==> src/hw/smb_map.svh <==
// register offsets, field positions, reset values and timing counts of the serial bus block
`ifndef SMB_MAP_SVH
`define SMB_MAP_SVH
// ------------------------------------------------------------
// register byte offsets
// ------------------------------------------------------------
`define SMB_OFF_CTRL 8'h00
`define SMB_OFF_CFG 8'h04
`define SMB_OFF_DATA 8'h08
`define SMB_OFF_OWN 8'h0C
`define SMB_OFF_MASK 8'h10
// ------------------------------------------------------------
// control register bit positions
// ------------------------------------------------------------
`define SMB_CTRL_SI 0
`define SMB_CTRL_ACK 1
`define SMB_CTRL_STO 4
`define SMB_CTRL_STA 5
// ------------------------------------------------------------
// reset values
// ------------------------------------------------------------
`define SMB_OWN_RST 7'h00
`define SMB_MASK_RST 7'h7F
// ------------------------------------------------------------
// timing
// ------------------------------------------------------------
`define SMB_CLK_MHZ 100
`define SMB_SCL_HALF_NS 1250
`define SMB_HALF_CYC ((`SMB_SCL_HALF_NS * `SMB_CLK_MHZ + 999) / 1000)
`define SMB_LAST_BIT 4'h7
`endif

==> src/hw/smb_pkg.sv <==
// types shared by the serial bus block
package smb_pkg;
	// engine states, gray along idle-start-bits-ack-hold
	typedef enum logic [2:0] {
		SMB_IDLE = 3'h0,
		SMB_START = 3'h1,
		SMB_BITS = 3'h3,
		SMB_ACK = 3'h2,
		SMB_HOLD = 3'h6,
		SMB_STOP = 3'h7,
		SMB_RSTART = 3'h5
	} smb_state_type;
	// control/status register, bit 7 down to bit 0
	typedef struct packed {
		logic master;
		logic tx;
		logic start_request;
		logic stop_request;
		logic ack_request_flag;
		logic arbitration_lost_flag;
		logic ack;
		logic si;
	} smb_ctrl_type;
	// configuration register
	typedef struct packed {
		logic hw_ack_enable;
		logic slave_inhibit;
		logic enable;
	} smb_cfg_type;
	// register write request from the bus slave
	typedef struct packed {
		logic wr;
		logic [7:0] addr;
		logic [31:0] wdata;
	} smb_req_type;
	// whole state of the core
	typedef struct packed {
		smb_state_type state;
		smb_ctrl_type ctrl;
		smb_cfg_type cfg;
		logic [6:0] own;
		logic [6:0] mask;
		logic [7:0] data;
		logic [7:0] shift;
		logic samp;
		logic [3:0] bitcnt;
		logic [7:0] tmr;
		logic ph;
		logic scl_low;
		logic sda_low;
		logic scl_d;
		logic sda_d;
		logic busy;
		logic wrote;
		logic pre_ack;
		logic sw_ack;
		logic addr_ph;
		logic mute_pend;
		logic stop_ctx;
	} smb_core_type;
endpackage

==> src/hw/smb_sync.sv <==
// two flip-flop synchroniser for pins entering the core clock domain
`timescale 1ns/100ps
`default_nettype none
module smb_sync #(
	parameter int W = 2
) (
	input wire logic core_clk,
	input wire logic rst,
	input wire logic [W-1:0] d,
	output logic [W-1:0] q
);
	typedef struct packed {
		logic [W-1:0] s1;
		logic [W-1:0] s2;
	} smb_sync_st_type;
	smb_sync_st_type st_r; // stage registers
	smb_sync_st_type st_nxt; // next value
	// ------------------------------------------------------------
	// chain: first stage feeds only the second
	// ------------------------------------------------------------
	always_comb begin
		st_nxt.s1 = d;
		st_nxt.s2 = st_r.s1;
	end
	// idle bus level is high
	always_ff @(posedge core_clk) begin
		if (rst) begin
			st_r <= '1;
		end else begin
			st_r <= st_nxt;
		end
	end
	assign q = st_r.s2;
endmodule
`default_nettype wire

==> src/hw/smb_apb.sv <==
// apb slave front end: decode, zero-wait answer, registered read data
`timescale 1ns/100ps
`default_nettype none
`include "smb_map.svh"
module smb_apb (
	input wire logic core_clk,
	input wire logic rst,
	input wire logic psel,
	input wire logic penable,
	input wire logic pwrite,
	input wire logic [7:0] paddr,
	input wire logic [31:0] pwdata,
	output logic [31:0] prdata,
	output logic pready,
	output logic pslverr,
	output smb_pkg::smb_req_type req,
	input wire logic [31:0] rd_data
);
	typedef struct packed {
		logic [31:0] prdata;
	} smb_apb_st_type;
	smb_apb_st_type st_r; // read data register
	smb_apb_st_type st_nxt; // next value
	logic hit; // address maps to a register
	// ------------------------------------------------------------
	// decode
	// ------------------------------------------------------------
	always_comb begin
		hit = (paddr == `SMB_OFF_CTRL) || (paddr == `SMB_OFF_CFG) ||
			(paddr == `SMB_OFF_DATA) || (paddr == `SMB_OFF_OWN) ||
			(paddr == `SMB_OFF_MASK);
		req.wr = psel & penable & pwrite & hit;
		req.addr = paddr;
		req.wdata = pwdata;
	end
	// capture read data in the setup cycle, zero for unmapped
	always_comb begin
		st_nxt = st_r;
		if (psel && !penable && !pwrite) begin
			st_nxt.prdata = hit ? rd_data : 32'h0000_0000;
		end
	end
	always_ff @(posedge core_clk) begin
		if (rst) begin
			st_r <= '0;
		end else begin
			st_r <= st_nxt;
		end
	end
	assign prdata = st_r.prdata;
	assign pready = 1'b1;
	assign pslverr = psel & penable & ~hit;
endmodule
`default_nettype wire

==> src/hw/smb_core.sv <==
// two-wire serial bus controller: master and slave engine with apb registers
// ------------------------------------------------------------
// Overview of operation
// - slave receives address, transmits data bytes after
// - start plus address enters slave receiver
// - no hw ack: address raises flag, ack request
// - hw ack: matching address acked, flag after
// - rejected address: silent until next start
// - data written after address: slave transmits
// - master ack after each byte, reported
// - slave transmitter left on stop or on a new start
// - no data written: back to slave receiver
// - transmit flag always posted after ack cycle
// - status nibble: master, tx, start, stop
// - start generated shows 1110, then address
// - nacked master byte: restart or stop
// - acked byte: next, stop, restart, receive
// - start and stop: stop then new start
// - master byte received, software acks, continue
// - last byte: nack with stop and start
// - data written in receiver: become transmitter
// - ack bit one sends ack, zero nack
// ------------------------------------------------------------
`timescale 1ns/100ps
`default_nettype none
`include "smb_map.svh"
module smb_core (
	input wire logic core_clk,
	input wire logic rst,
	input wire logic psel,
	input wire logic penable,
	input wire logic pwrite,
	input wire logic [7:0] paddr,
	input wire logic [31:0] pwdata,
	output logic [31:0] prdata,
	output logic pready,
	output logic pslverr,
	input wire logic scl_i,
	output logic scl_o,
	output logic scl_oe,
	input wire logic sda_i,
	output logic sda_o,
	output logic sda_oe
);
	localparam logic [7:0] HALF = 8'(`SMB_HALF_CYC); // half clock period in cycles
	smb_pkg::smb_core_type c; // current state
	smb_pkg::smb_core_type n; // next state
	smb_pkg::smb_req_type req; // register write request
	logic [31:0] rd_data; // read mux
	logic [1:0] pin_s; // synchronised clock and data lines
	logic scl_s; // clock line level
	logic sda_s; // data line level
	logic rise; // clock line rose
	logic fall; // clock line fell
	logic start_ev; // start seen on the bus
	logic stop_ev; // stop seen on the bus
	logic si_clr; // software clears the flag
	logic tdone; // half period elapsed
	logic match; // received address hits own address
	logic [7:0] rx_byte; // byte completed at eighth fall
	// ------------------------------------------------------------
	// pin synchronisers and bus register slave
	// ------------------------------------------------------------
	smb_sync #(.W(2)) u_sync (
		.core_clk(core_clk),
		.rst(rst),
		.d({scl_i, sda_i}),
		.q(pin_s)
	);
	smb_apb u_apb (
		.core_clk(core_clk),
		.rst(rst),
		.psel(psel),
		.penable(penable),
		.pwrite(pwrite),
		.paddr(paddr),
		.pwdata(pwdata),
		.prdata(prdata),
		.pready(pready),
		.pslverr(pslverr),
		.req(req),
		.rd_data(rd_data)
	);
	// ------------------------------------------------------------
	// bus events
	// ------------------------------------------------------------
	always_comb begin
		scl_s = pin_s[1];
		sda_s = pin_s[0];
		rise = scl_s & ~c.scl_d;
		fall = ~scl_s & c.scl_d;
		start_ev = scl_s & c.scl_d & c.sda_d & ~sda_s;
		stop_ev = scl_s & c.scl_d & ~c.sda_d & sda_s;
		tdone = (c.tmr == 8'h00);
		rx_byte = {c.shift[6:0], c.samp};
		match = (((rx_byte[7:1] ^ c.own) & c.mask) == 7'h00);
	end
	// read mux, status nibble sits in the top of the control byte
	always_comb begin
		unique case (req.addr)
			`SMB_OFF_CTRL: rd_data = {24'h00_0000, c.ctrl};
			`SMB_OFF_CFG: rd_data = {29'h0000_0000, c.cfg};
			`SMB_OFF_DATA: rd_data = {24'h00_0000, c.data};
			`SMB_OFF_OWN: rd_data = {24'h00_0000, c.own, 1'b0};
			`SMB_OFF_MASK: rd_data = {24'h00_0000, c.mask, 1'b0};
			default: rd_data = 32'h0000_0000;
		endcase
	end
	// ------------------------------------------------------------
	// next step after a flag is served or an ack cycle ends
	// ------------------------------------------------------------
	function automatic smb_pkg::smb_core_type go_on(input smb_pkg::smb_core_type s);
		smb_pkg::smb_core_type r;
		r = s;
		r.pre_ack = 1'b0;
		r.sw_ack = 1'b0;
		r.bitcnt = 4'h0;
		r.sda_low = 1'b0;
		r.tmr = HALF;
		r.wrote = 1'b0;
		r.shift = s.data;
		if (s.stop_ctx || s.ctrl.arbitration_lost_flag) begin
			// transfer over, back to idle
			r.state = smb_pkg::SMB_IDLE;
			r.stop_ctx = 1'b0;
			r.scl_low = 1'b0;
			r.ctrl.tx = 1'b0;
		end else if (s.ctrl.master) begin
			if (s.ctrl.stop_request) begin
				r.state = smb_pkg::SMB_STOP;
				r.ph = 1'b0;
				r.sda_low = 1'b1;
			end else if (s.ctrl.start_request) begin
				r.state = smb_pkg::SMB_RSTART;
				r.ph = 1'b0;
			end else begin
				r.state = smb_pkg::SMB_BITS;
				r.ctrl.tx = s.wrote;
			end
		end else begin
			// slave: data written means transmit, else receive
			r.state = smb_pkg::SMB_BITS;
			r.ctrl.tx = s.wrote;
			r.scl_low = 1'b0;
		end
		return r;
	endfunction
	// ------------------------------------------------------------
	// core next state
	// ------------------------------------------------------------
	always_comb begin
		n = c;
		n.scl_d = scl_s;
		n.sda_d = sda_s;
		si_clr = 1'b0;
		if (!tdone) begin
			n.tmr = c.tmr - 8'h01;
		end
		// software writes first so hardware sets win
		if (req.wr) begin
			unique case (req.addr)
				`SMB_OFF_CTRL: begin
					n.ctrl.start_request = req.wdata[`SMB_CTRL_STA];
					n.ctrl.stop_request = req.wdata[`SMB_CTRL_STO];
					n.ctrl.ack = req.wdata[`SMB_CTRL_ACK];
					si_clr = c.ctrl.si & ~req.wdata[`SMB_CTRL_SI];
				end
				`SMB_OFF_CFG: n.cfg = req.wdata[2:0];
				`SMB_OFF_DATA: begin
					// data only taken while the flag is up
					if (c.ctrl.si) begin
						n.data = req.wdata[7:0];
						n.wrote = 1'b1;
					end
				end
				`SMB_OFF_OWN: n.own = req.wdata[7:1];
				`SMB_OFF_MASK: n.mask = req.wdata[7:1];
				default: n.wrote = c.wrote;
			endcase
		end
		if (si_clr) begin
			n.ctrl.si = 1'b0;
			n.ctrl.ack_request_flag = 1'b0;
			n.ctrl.arbitration_lost_flag = 1'b0;
		end
		// master clock generator, waits for a stretched clock
		if (c.ctrl.master && (c.state == smb_pkg::SMB_BITS || c.state == smb_pkg::SMB_ACK)) begin
			if (c.scl_low) begin
				if (tdone) begin
					n.scl_low = 1'b0;
					n.tmr = HALF;
				end
			end else if (!scl_s) begin
				n.tmr = HALF;
			end else if (tdone) begin
				n.scl_low = 1'b1;
				n.tmr = HALF;
			end
		end
		unique case (c.state)
			smb_pkg::SMB_IDLE: begin
				n.scl_low = 1'b0;
				n.sda_low = 1'b0;
				// start request on a free bus, also after our own stop
				if (c.cfg.enable && c.ctrl.start_request && !c.ctrl.si && scl_s && sda_s && !c.busy) begin
					n.ctrl.master = 1'b1;
					n.ctrl.tx = 1'b1;
					n.sda_low = 1'b1;
					n.tmr = HALF;
					n.state = smb_pkg::SMB_START;
				end
			end
			smb_pkg::SMB_START: begin
				if (c.ctrl.master) begin
					if (tdone) begin
						n.scl_low = 1'b1;
					end
					if (fall) begin
						n.state = smb_pkg::SMB_HOLD;
						n.ctrl.si = 1'b1;
					end
				end else if (fall) begin
					n.state = smb_pkg::SMB_BITS;
					n.bitcnt = 4'h0;
					n.addr_ph = 1'b1;
					n.ctrl.tx = 1'b0;
				end
			end
			smb_pkg::SMB_BITS: begin
				if (rise) begin
					n.samp = sda_s;
					// released a one but the line is low: lost arbitration
					if (c.ctrl.master && c.ctrl.tx && c.shift[7] && !sda_s) begin
						n.ctrl.arbitration_lost_flag = 1'b1;
						n.ctrl.master = 1'b0;
						n.ctrl.si = 1'b1;
						n.scl_low = 1'b0;
						n.state = smb_pkg::SMB_HOLD;
					end
				end
				if (fall) begin
					n.shift = rx_byte;
					n.bitcnt = c.bitcnt + 4'h1;
					if (c.bitcnt == `SMB_LAST_BIT) begin
						n.state = smb_pkg::SMB_ACK;
						n.data = rx_byte;
						n.sda_low = 1'b0;
						if (c.ctrl.tx) begin
							n.sda_low = 1'b0;
						end else if (c.cfg.hw_ack_enable) begin
							if (c.addr_ph && !match) begin
								n.state = smb_pkg::SMB_IDLE;
								n.ctrl.tx = 1'b0;
							end else if (c.addr_ph) begin
								n.sda_low = 1'b1;
							end else begin
								n.sda_low = c.ctrl.ack;
							end
						end else begin
							// flag before the ack cycle, software decides
							n.ctrl.si = 1'b1;
							n.ctrl.ack_request_flag = 1'b1;
							n.ctrl.start_request = c.addr_ph | c.ctrl.start_request;
							n.pre_ack = 1'b1;
							n.scl_low = 1'b1;
							n.state = smb_pkg::SMB_HOLD;
						end
					end
				end
			end
			smb_pkg::SMB_ACK: begin
				if (rise && c.ctrl.tx) begin
					n.ctrl.ack = ~sda_s;
				end
				if (fall) begin
					n.sda_low = 1'b0;
					n.addr_ph = 1'b0;
					if (c.mute_pend) begin
						n.state = smb_pkg::SMB_IDLE;
						n.mute_pend = 1'b0;
						n.sw_ack = 1'b0;
						n.scl_low = 1'b0;
						n.ctrl.tx = 1'b0;
					end else if (c.sw_ack) begin
						n = go_on(n);
					end else begin
						// flag after the ack cycle
						n.ctrl.si = 1'b1;
						n.ctrl.start_request = c.addr_ph | c.ctrl.start_request;
						n.scl_low = 1'b1;
						n.state = smb_pkg::SMB_HOLD;
					end
				end
			end
			smb_pkg::SMB_HOLD: begin
				n.scl_low = ~c.stop_ctx & ~c.ctrl.arbitration_lost_flag;
				if (si_clr) begin
					if (c.pre_ack) begin
						n.state = smb_pkg::SMB_ACK;
						n.pre_ack = 1'b0;
						n.sw_ack = 1'b1;
						n.sda_low = n.ctrl.ack;
						n.mute_pend = c.addr_ph & ~n.ctrl.ack;
						n.scl_low = c.ctrl.master;
						n.tmr = HALF;
					end else begin
						n = go_on(n);
					end
				end
			end
			smb_pkg::SMB_STOP: begin
				// data low under a released clock, then release data
				if (!c.ph) begin
					if (tdone) begin
						n.scl_low = 1'b0;
						n.ph = 1'b1;
						n.tmr = HALF;
					end
				end else if (!scl_s) begin
					n.tmr = HALF;
				end else if (tdone) begin
					n.sda_low = 1'b0;
					n.ctrl.master = 1'b0;
					n.ctrl.stop_request = 1'b0;
					n.ctrl.tx = 1'b0;
					n.state = smb_pkg::SMB_IDLE;
				end
			end
			smb_pkg::SMB_RSTART: begin
				// release data, release clock, then pull data low
				n.sda_low = 1'b0;
				if (!c.ph) begin
					if (tdone) begin
						n.scl_low = 1'b0;
						n.ph = 1'b1;
						n.tmr = HALF;
					end
				end else if (!scl_s) begin
					n.tmr = HALF;
				end else if (tdone) begin
					n.sda_low = 1'b1;
					n.ctrl.tx = 1'b1;
					n.tmr = HALF;
					n.state = smb_pkg::SMB_START;
				end
			end
			default: n.state = smb_pkg::SMB_IDLE;
		endcase
		// bus busy tracking and slave start and stop
		if (start_ev) begin
			n.busy = 1'b1;
		end
		if (stop_ev) begin
			n.busy = 1'b0;
		end
		if (!c.ctrl.master && c.cfg.enable) begin
			if (start_ev && !c.cfg.slave_inhibit) begin
				n.state = smb_pkg::SMB_START;
				n.mute_pend = 1'b0;
				n.sw_ack = 1'b0;
				n.pre_ack = 1'b0;
			end else if (stop_ev && c.state != smb_pkg::SMB_IDLE) begin
				if (c.addr_ph || c.state == smb_pkg::SMB_START) begin
					n.state = smb_pkg::SMB_IDLE;
				end else begin
					n.state = smb_pkg::SMB_HOLD;
					n.ctrl.si = 1'b1;
					n.ctrl.stop_request = 1'b1;
					n.ctrl.tx = 1'b0;
					n.stop_ctx = 1'b1;
				end
				n.scl_low = 1'b0;
				n.sda_low = 1'b0;
				n.addr_ph = 1'b0;
			end
		end
		if (!n.cfg.enable) begin
			n.state = smb_pkg::SMB_IDLE;
			n.ctrl.master = 1'b0;
			n.scl_low = 1'b0;
			n.sda_low = 1'b0;
		end
		if (n.state == smb_pkg::SMB_BITS) begin
			n.sda_low = n.ctrl.tx & ~n.shift[7];
		end
		if (n.ctrl.si && !c.ctrl.si) begin
			n.wrote = 1'b0;
		end
	end
	// ------------------------------------------------------------
	// state register
	// ------------------------------------------------------------
	always_ff @(posedge core_clk) begin
		if (rst) begin
			c <= '0;
			c.own <= `SMB_OWN_RST;
			c.mask <= `SMB_MASK_RST;
			c.scl_d <= 1'b1;
			c.sda_d <= 1'b1;
		end else begin
			c <= n;
		end
	end
	// open-drain drive: enable pulls the line low
	assign scl_o = 1'b0;
	assign sda_o = 1'b0;
	assign scl_oe = c.scl_low;
	assign sda_oe = c.sda_low;
endmodule
`default_nettype wire

==> config.mk <==
export PLATFORM = sky130hd
export DESIGN_NAME = smb_core
export DESIGN_NICKNAME = d
export VERILOG_FILES = /design/src/hw/smb_pkg.sv /design/src/hw/smb_sync.sv /design/src/hw/smb_apb.sv /design/src/hw/smb_core.sv
export VERILOG_INCLUDE_DIRS = /design/src /design/src/hw
export SDC_FILE = /design/constraint.sdc
export NUM_CORES = 1
export LEC_CHECK = 0
export BUFFER_PORTS_ARGS = -buffer_cell sky130_fd_sc_hd__buf_4
export CAP_MARGIN = 40
export CORE_ASPECT_RATIO = 1.5
export CORE_MARGIN = 2
export CORE_UTILIZATION = 40
export CTS_BUF_LIST = sky130_fd_sc_hd__clkbuf_4
export DETAILED_ROUTE_END_ITERATION = 10
export PLACE_DENSITY = 0.7
export RECOVER_POWER = 50
export SETUP_SLACK_MARGIN = 0.15
export SLEW_MARGIN = 15
export SYNTH_ARGS = -nofsm -noshare
export SYNTH_HDL_FRONTEND = slang
export SYNTH_SLANG_ARGS = --single-unit
==> constraint.sdc <==
create_clock -name core_clk -period 3.2 [get_ports core_clk]
set_input_delay 0.96 -clock core_clk [delete_from_list [all_inputs] [get_ports core_clk]]
set_output_delay 0.96 -clock core_clk [all_outputs]
set_load 0.05 [all_outputs]
# [Yosys cells after proc, flatten, opt, wreduce, memory -nomap -nowiden]
# Index checks and enable logic that the tools add are counted.
# W data, S select, Z words.
[classes] mux=207 eq_ne=26 addsub=2 bitwise_logic=31 n_reduce_logical=50
[op_table] operator="$mux W69" n=2
[op_table] operator="$mux W8" n=15
[op_table] operator="$mux W1" n=111
[op_table] operator="$pmux W8 S5" n=2
[op_table] operator="$mux W3" n=22
[op_table] operator="$mux W53" n=1
[op_table] operator="$pmux W17 S3" n=1
[op_table] operator="$mux W45" n=1
[op_table] operator="$pmux W17 S2" n=1
[op_table] operator="$mux W2" n=15
[op_table] operator="$mux W25" n=1
[op_table] operator="$mux W5" n=5
[op_table] operator="$mux W4" n=6
[op_table] operator="$ne A2 B2 Y1 const B" n=12
[op_table] operator="$mux W22" n=1
[op_table] operator="$pmux W3 S7" n=1
[op_table] operator="$mux W10" n=2
[op_table] operator="$reduce_and A9 Y1" n=2
[op_table] operator="$logic_and A1 B1 Y1" n=17
[op_table] operator="$eq A8 B4 Y1 const B" n=2
[op_table] operator="$logic_not A8 Y1" n=2
[op_table] operator="$mux W16" n=1
[op_table] operator="$pmux W4 S4" n=1
[op_table] operator="$and A1 B1 Y1" n=15
[op_table] operator="other kinds (34)" n=77
[word_totals] input_bits=47 ff_bits=105

# [Logic depth before layout (Yosys ltp)]
# Gate-level depths: netlist of run 1.
[depth] depth_word=21 depth_mapped=11

# [Hierarchy]
# From an unflattened synthesis of run 1, not the netlist that was laid out.
[hier_totals] cells_unflattened=660 area_unflattened_um2=5691.7
[modules_own_cells] module="smb_core" cells_each=528 instances=1 area_per_inst_um2=4217.8
[modules_own_cells] module="smb_apb" cells_each=124 instances=1 area_per_inst_um2=1368.8
[modules_own_cells] module="smb_sync" cells_each=8 instances=1 area_per_inst_um2=105.1

# [Worst setup path after synthesis of run 1]
# Ideal clock, no wire load.
[synth_timing] kind="input to output" from="input port paddr[5]" to="output port pslverr" arrival_time_ns=2.119 path_stages=5 setup_slack_ns=0.121 cell_sequence="nor3_1 > nand2_1 > nor4b_2 > o21bai_1 > nor2_1"
[synth_between] elab_chain_len=7
[synth_lines] item="start: declaration" line="smb_core.sv:33" source="input wire logic [7:0] paddr,"
[synth_lines] item="$eq A8 B3 Y1 (no source line) or $logic_not A8 Y1 (tied branches)"
[synth_lines] item="$logic_or A1 B1 Y1 (3 in a row)" line="smb_apb.sv:29" source="hit = (paddr == `SMB_OFF_CTRL) || (paddr == `SMB_OFF_CFG) ||"
[synth_lines] item="$logic_or A1 B1 Y1 *" line="smb_apb.sv:29"
[synth_lines] item="$not A1 Y1 *" line="smb_apb.sv:52" source="assign pslverr = psel & penable & ~hit;"
[synth_lines] item="$and A1 B1 Y1 *" line="smb_apb.sv:52"
[synth_lines] item="end: declaration" line="smb_core.sv:37" source="output logic pslverr,"
# Mark *: on every way between the ends. The rest lies on a longest branch, timed or not.

# [Final worst setup path of run 1]
[layout_timing] from="input port paddr[6]" to="output port pslverr"
# The elaborated chain is that of the path after synthesis.

==> results of run 1 <==
[cells in the final DEF (no fill, tap or decap), types with 9 or more instances in the layout]
cell type and n:
nor3_1 20, clkbuf_4 12, mux2i_1 20, a22oi_1 23, nand3_1 17, dfxtp_1 81
a21oi_1 30, nor2_1 76, and3_1 14, clkbuf_1 18, nand2_1 47, or2_2 9
buf_4 46, a31oi_1 9, xor2_1 9, o21ai_0 16, a211oi_1 10, a211o_1 9
conb_1 27
[kinds of logic after synthesis]
| group | Yosys count |
|---|---|
| AND/OR/NAND/NOR | 251 |
| AO/OA/AOI/OAI | 148 |
| flip-flops | 81 |
| buffers and inverters | 71 |
| multiplexers | 24 |
| XOR/XNOR | 11 |
| adder cells (fa/ha/maj) | 3 |
| other | 2 |
[worst min path at each step]
stage                                 from                      to  slack [ns]  depth (start not counted)
6_report       u_sync.st_nxt[0]$_SDFF_PP1_  u_sync.q[0]$_SDFF_PP1_        0.42                          1
3_5_place_dp   u_sync.st_nxt[0]$_SDFF_PP1_  u_sync.q[0]$_SDFF_PP1_        0.39                          1
5_1_grt        u_sync.st_nxt[1]$_SDFF_PP1_  u_sync.q[1]$_SDFF_PP1_        0.45                          1
3_3_place_gp   u_sync.st_nxt[0]$_SDFF_PP1_  u_sync.q[0]$_SDFF_PP1_        0.39                          1
2_1_floorplan  u_sync.st_nxt[0]$_SDFF_PP1_  u_sync.q[0]$_SDFF_PP1_        0.39                          1
4_1_cts        u_sync.st_nxt[0]$_SDFF_PP1_  u_sync.q[0]$_SDFF_PP1_        0.42                          1
[timing repair]
action	4_1_cts	5_1_grt
hold buffers	0	0
buffers inserted	1	1
setup endpoints to repair	1	1
gates resized for setup	4	6
hold endpoints to repair	0	0
pin swaps	2	4
[routing by layer]
| metal | global-route usage, % | vias to the layer above | wire length, um |
|---|---|---|---|
| met1 | 27.1 | 2243 | 5830 |
| met5 | 0 | - | 0 |
| li1 | - | 2232 | - |
| met3 | 4.29 | 58 | 887 |
| met2 | 41.7 | 246 | 7640 |
| met4 | 16.2 | 0 | 977 |
[worst max-delay path, cell delays in order]
cell,delay [ns]
clkbuf_1,0.11
nor3_4,0.21
nand2_1,0.13
nor4b_4,0.30
o21bai_4,0.17
nor2_2,0.05
buf_6,0.15
[registers in the layout, indices dropped and copies added (netlist names)]
register	cells
c	67
u_sync.q	2
u_sync.st_nxt	2
scl_oe	1
u_apb.prdata	8
sda_oe	1
[synthesized netlist by cell type (all sizes together) (5+ instances only)]
| cell | count |
|---|---|
| a211o | 9 |
| a211oi | 10 |
| a21oi | 31 |
| a221oi | 5 |
| a222oi | 7 |
| a22oi | 23 |
| a31oi | 9 |
| and2 | 5 |
| and3 | 14 |
| buf | 33 |
| clkbuf | 29 |
| dfxtp | 81 |
| inv | 9 |
| mux2i | 20 |
| nand2 | 47 |
| nand2b | 6 |
| nand3 | 17 |
| nand4 | 8 |
| nor2 | 78 |
| nor2b | 6 |
| nor3 | 21 |
| nor4 | 7 |
| nor4b | 5 |
| o211ai | 8 |
| o21ai | 16 |
| o31ai | 5 |
| or2 | 9 |
| or3 | 8 |
| xor2 | 9 |
[layout make-up]
class                      instances  area [um2]  area share (%)
sequential                        81        1620            30.2
antenna                            1        2.50          0.0466
timing repair buffer              71         483            9.00
multi-input combinational        464        2890            53.9
tap                              150         188            3.50
inverter                           9        33.8           0.630
clock buffer                       9        67.6            1.26
clock inverter                     7        77.6            1.45
[stage by stage]
| step | instance area, um2 | hold WS [ns] | setup TNS, ns |
|---|---|---|---|
| after floorplan | 4880 | 0.389 | 0 |
| after global placement | 5250 | 0.393 | 0 |
| after detailed placement | 5250 | 0.394 | -0.00821 |
| after CTS | 5430 | 0.424 | 0 |
| after global routing | 5370 | 0.450 | 0 |
| final | 5370 | 0.423 | 0 |
[report_power, final]
part	internal, mW	switching (mW)
Sequential	1.05	0.0411
Combinational	0.164	0.306
Clock	0.246	0.403
Total	1.46	0.750
==> impl_metrics.yaml, run 1 <==
status:
  status: "completed"
global_route:
  track_usage_pct: 24.2
  first_global_vias: 4552
  antenna_found_initial: 1
  grt_first_pass_wirelength_um: 24000
  grt_max_degree: 65
  grt-ovfl-total: 0
setup_path:
  reg2reg_to: "c[39]$_SDFF_PP0_"
  end_kind: "output port"
  cp_max_fo: 2
  worstSetupStartpointType: "input pin"
  startpoint: "paddr[6]"
  cp-endpoint: "pslverr"
  worstSetupPathType: "input pin to output port"
  worstPathRequired_ns: 2.24
  reg2reg_slack_ns: 0.52
  r2r_cells: 8
  regToRegStartpoint: "c[67]$_SDFF_PP0_"
  cp.arrival_ns: 2.09
yosys:
  yosys.area_share.simple_pct: 27.6
  async_flop_share_pct: 0
  seq_area_frac_synth_pct: 33.9
  syn_avg_cell_area_um2: 8.09
  synth_edf_count: 0
  synth_compound_area_share_pct: 22.4
  syn_area_um2: 4780
  synth_cells: 591
  synth_warnings: 0
  synth_top_family_by_area: "simple AND/OR/NAND/NOR gates"
  synthAdderAreaFrac_pct: 0.785
  ys_types: 70
  synth_area_leaders: "dfxtp_1 34%, nor2_1 6.1%, buf_4 4.4%, mux2i_1 4.2%, nand2_1 3.7%"
  synthXorXnorAreaFrac_pct: 2.02
  yosys.area.top_type: "dfxtp_1"
  ys_seq_elements: 81
  synth_top_area_share_pct: 33.9
  synth_flop_cell: "dfxtp_1"
  synth.area.mux_share_pct: 5.13
floorplan:
  fp.coreArea_um2: 11600
  die_w_um: 93.3
  pin_count: 85
  fp.dieH_um: 138
  rows: 48
  die-area_um2: 12900
  initial_core_util_pct: 41.2
sta:
  period_needed_ns: 3.05
  grt_setup_unrepaired: "no"
  skew_ns: 0.0220
  tightest_slew_ns: 1.28
  setup_slack_ns: 0.151
  setup_viol: 0
  drv_slew: 0
  max_freq_ghz: 0.328
  finalHoldViolations: 0
  min_period_over_period_pct: 95.3
  max_slew_margin_pct: 14.5
power:
  finalPower_mw: 2.21
  p_per_area_nw_per_um2: 412
  ir_worst_vdd_uv: 289
  leakage_nw: 2.02
drt:
  wl_per_cell_um: 19.4
  firstDrtPassIters: 5
  drt_iter0_markers: 397
  vias: 4779
  antenna_left: 0
  totalWireLength_um: 15300
  drc: 0
  vias_per_cell: 6.03
cells_and_area:
  n_fill_cell: 1139
  instances_no_fill: 792
  drive_above_1_share_pct: 15.4
  final_core_util_pct: 46.3
  syn_to_final_growth_pct: 12.3
  nets: 686
clock_tree:
  cts.sinks: 81
  clkTransAtPathRegs_ns: 0.12
  cts.path.max_buffers: 2
  h-tree-depth: 3
  clock_latency_ns: 0.46
  clock-root-buffer: "clkbuf_4"
  cts_tree: "done"
  cts_made_buffers: 9
placement:
  preCtsSetupSlack_ns: -0.00821
  dp_cells: 773
  io_buffer_count: 33
  gp_congestion: 1.08
  dpl.hpwl_um: 11500
worst_hold_path:
  hp-class: "flop to flop"
flow_run:
  cap_violations: 0
Power figures use the tool's default switching activity.
==> run 2, diff against run 1 <==
==> constraint.sdc (replaced) <==
create_clock -name core_clk -period 3.2 [get_ports core_clk]
set_input_delay 0.16 -clock core_clk [delete_from_list [all_inputs] [get_ports core_clk]]
set_output_delay 0.16 -clock core_clk [all_outputs]
set_load 0.05 [all_outputs]
==> run 2 against run 1 <==
Clock skew decreased by 0.0022 ns. Sequential power about the same. Maximum frequency rose by 7.4%. Flip-flop and latch count is the same. Die area did not move. Worst setup slack improved by 0.21 ns. Clock-buffer cell count did not move. Largest cell class unchanged. Total power fell by 2.7%.
==> impl_metrics.yaml, run 2 (synthesis gave the netlist of run 1 again) <==
global_route:
  antenna_found_initial: 0
  first_global_vias: 4572
  grt_max_degree: 76
  grt-ovfl-total: 0
  track_usage_pct: 23.0
  grt_first_pass_wirelength_um: 23200
sta:
  max_slew_margin_pct: 44.9
  grt_setup_unrepaired: "no"
  finalHoldViolations: 0
  setup_viol: 0
  setup_slack_ns: 0.362
  hold_slack_ns: 0.123
  setup-tns-final_ns: 0
  period_needed_ns: 2.84
  drv_slew: 0
  max_freq_ghz: 0.352
  tightest_slew_ns: 0.825
  skew_ns: 0.0199
  min_period_over_period_pct: 88.7
floorplan:
  die-area_um2: 12900
  fp.dieH_um: 138
  die_w_um: 93.3
  initial_core_util_pct: 41.2
  pin_count: 85
  fp.coreArea_um2: 11600
  rows: 48
setup_path:
  cp_max_fo: 16
  reg2reg_slack_ns: 0.36
  cp.depth: 8
  slowest_delay_ns: 0.75
  cp_slowest_cell: "dfxtp_1"
  cpMostUsedCell: "nand4_1"
  end_kind: "flop"
  worst-path-buf-inv: 1
  crit_chain: "clkbuf_1, and3b_1, nand4_1, o211ai_1, nor4_1, o221a_2, nand4_1, mux2i_1"
  cp.arrival_ns: 3.23
  r2r_cells: 8
  worstSetupPathType: "flop to flop"
  cp_top_family: "simple AND/OR/NAND/NOR gates"
  worstSetupStartpointType: "flop"
  worstPathRequired_ns: 3.60
cells_and_area:
  drive_above_1_share_pct: 12.0
  layout_common_cells: "81 x dfxtp_1, 78 x nor2_1, 47 x nand2_1"
  syn_to_final_growth_pct: 9.11
  nets: 672
  largest_reg_flops: 67
  diodes: 0
  final_common_cell: "dfxtp_1"
  top_register: "c"
  instances_no_fill: 777
drt:
  vias: 4700
  totalWireLength_um: 14600
  vias_per_cell: 6.05
  drt_iter0_markers: 376
  wl_per_cell_um: 18.8
  firstDrtPassIters: 5
  drc: 0
  antenna_left: 0
clock_tree:
  cts_made_buffers: 9
  clkTransAtPathRegs_ns: 0.15
  clock_latency_ns: 0.45
  postCtsSetupRepairBufs: 0
  cts.sinks: 81
  cts_tree: "done"
  clock-root-buffer: "clkbuf_4"
  h-tree-depth: 3
  cts.path.max_buffers: 2
status:
  status: "completed"
worst_hold_path:
  min_path_cells: 4
  hp-class: "input pin to flop"
power:
  netSwitchingFraction_pct: 35.2
  finalPower_mw: 2.15
  combPwrFrac_pct: 21.5
  ir_worst_vdd_uv: 356
  internal_power_mw: 1.39
  pwr-share-seq_pct: 50.9
  switching_power_uw: 758
  clkPwrFrac_pct: 27.6
  leakage_nw: 1.93
  p_per_area_nw_per_um2: 413
placement:
  gp_congestion: 0.992
  dpl.hpwl_um: 10800
  preCtsSetupSlack_ns: 0.624
  dp_cells: 752
  io_buffer_count: 33
flow_run:
  cap_violations: 0
## run 2: cell count changes in the layout (fill, tap and decap cells not counted), moves of 2 or more
cell           delta
dlygate4sd3_1     +9
buf_4            -15
nor2_2            -2
buf_6             -2
nor2_1            +2
clkbuf_1          -3
## run 2: through the flow
step	cell area, um2	util, %
after detailed placement	5070	43.8
after global placement	5070	43.8
after global routing	5220	45.0
after CTS	5290	45.7
final	5220	45.0
after floorplan	4870	-
## run 2: final timing paths
path                          startpoint                      endpoint
max                     c[66]$_SDFF_PP0_             sda_oe$_SDFF_PP0_
min                               pwrite  u_apb.prdata[2]$_SDFFE_PP0P_
max reg2reg             c[66]$_SDFF_PP0_             sda_oe$_SDFF_PP0_
min reg2reg  u_sync.st_nxt[1]$_SDFF_PP1_        u_sync.q[1]$_SDFF_PP1_
## run 2: power groups by stage
stage	Sequential (mW)	Clock, mW	Combinational, mW
2_1_floorplan	1.11	0	0.387
3_3_place_gp	1.11	0	0.440
3_5_place_dp	1.12	0	0.455
4_1_cts	1.09	0.600	0.466
5_1_grt	1.10	0.645	0.512
6_report	1.10	0.593	0.463
## run 2: repair_timing
| item | CTS | global route |
|---|---|---|
| setup endpoints to repair | 0 | 0 |
| hold endpoints to repair | 11 | 0 |
| gates resized for setup | 0 | 0 |
| hold buffers | 9 | 0 |
## run 2: area by class of cell
| cell class | instances | area, um2 |
|---|---|---|
| repair buffers | 57 | 394 |
| fillers | 1203 | 6380 |
| multi-input cells | 464 | 2850 |
| clock buffers | 9 | 67.6 |
| clock inverters | 7 | 61.3 |
| inverters | 9 | 33.8 |
| flip-flops and latches | 81 | 1620 |
| well taps | 150 | 188 |
## run 2: metal layers
metal / track usage [%] / share of wire [%] / routed length [um] / vias to the layer above
li1: - / - / - / 2200
met1: 26.2 / 38 / 5500 / 2212
met2: 39.8 / 50 / 7370 / 224
met3: 3.91 / 6.4 / 938 / 64
met4: 14.1 / 5.5 / 801 / 0
met5: 0 / 0 / 0 / -
## run 2: worst register-to-register path, cell delays in order, from the launching register on
cell	delay, ns
dfxtp_1	0.75
clkbuf_1	0.42
and3b_1	0.42
nand4_1	0.36
o211ai_1	0.29
nor4_1	0.11
o221a_2	0.16
nand4_1	0.09
mux2i_1	0.19
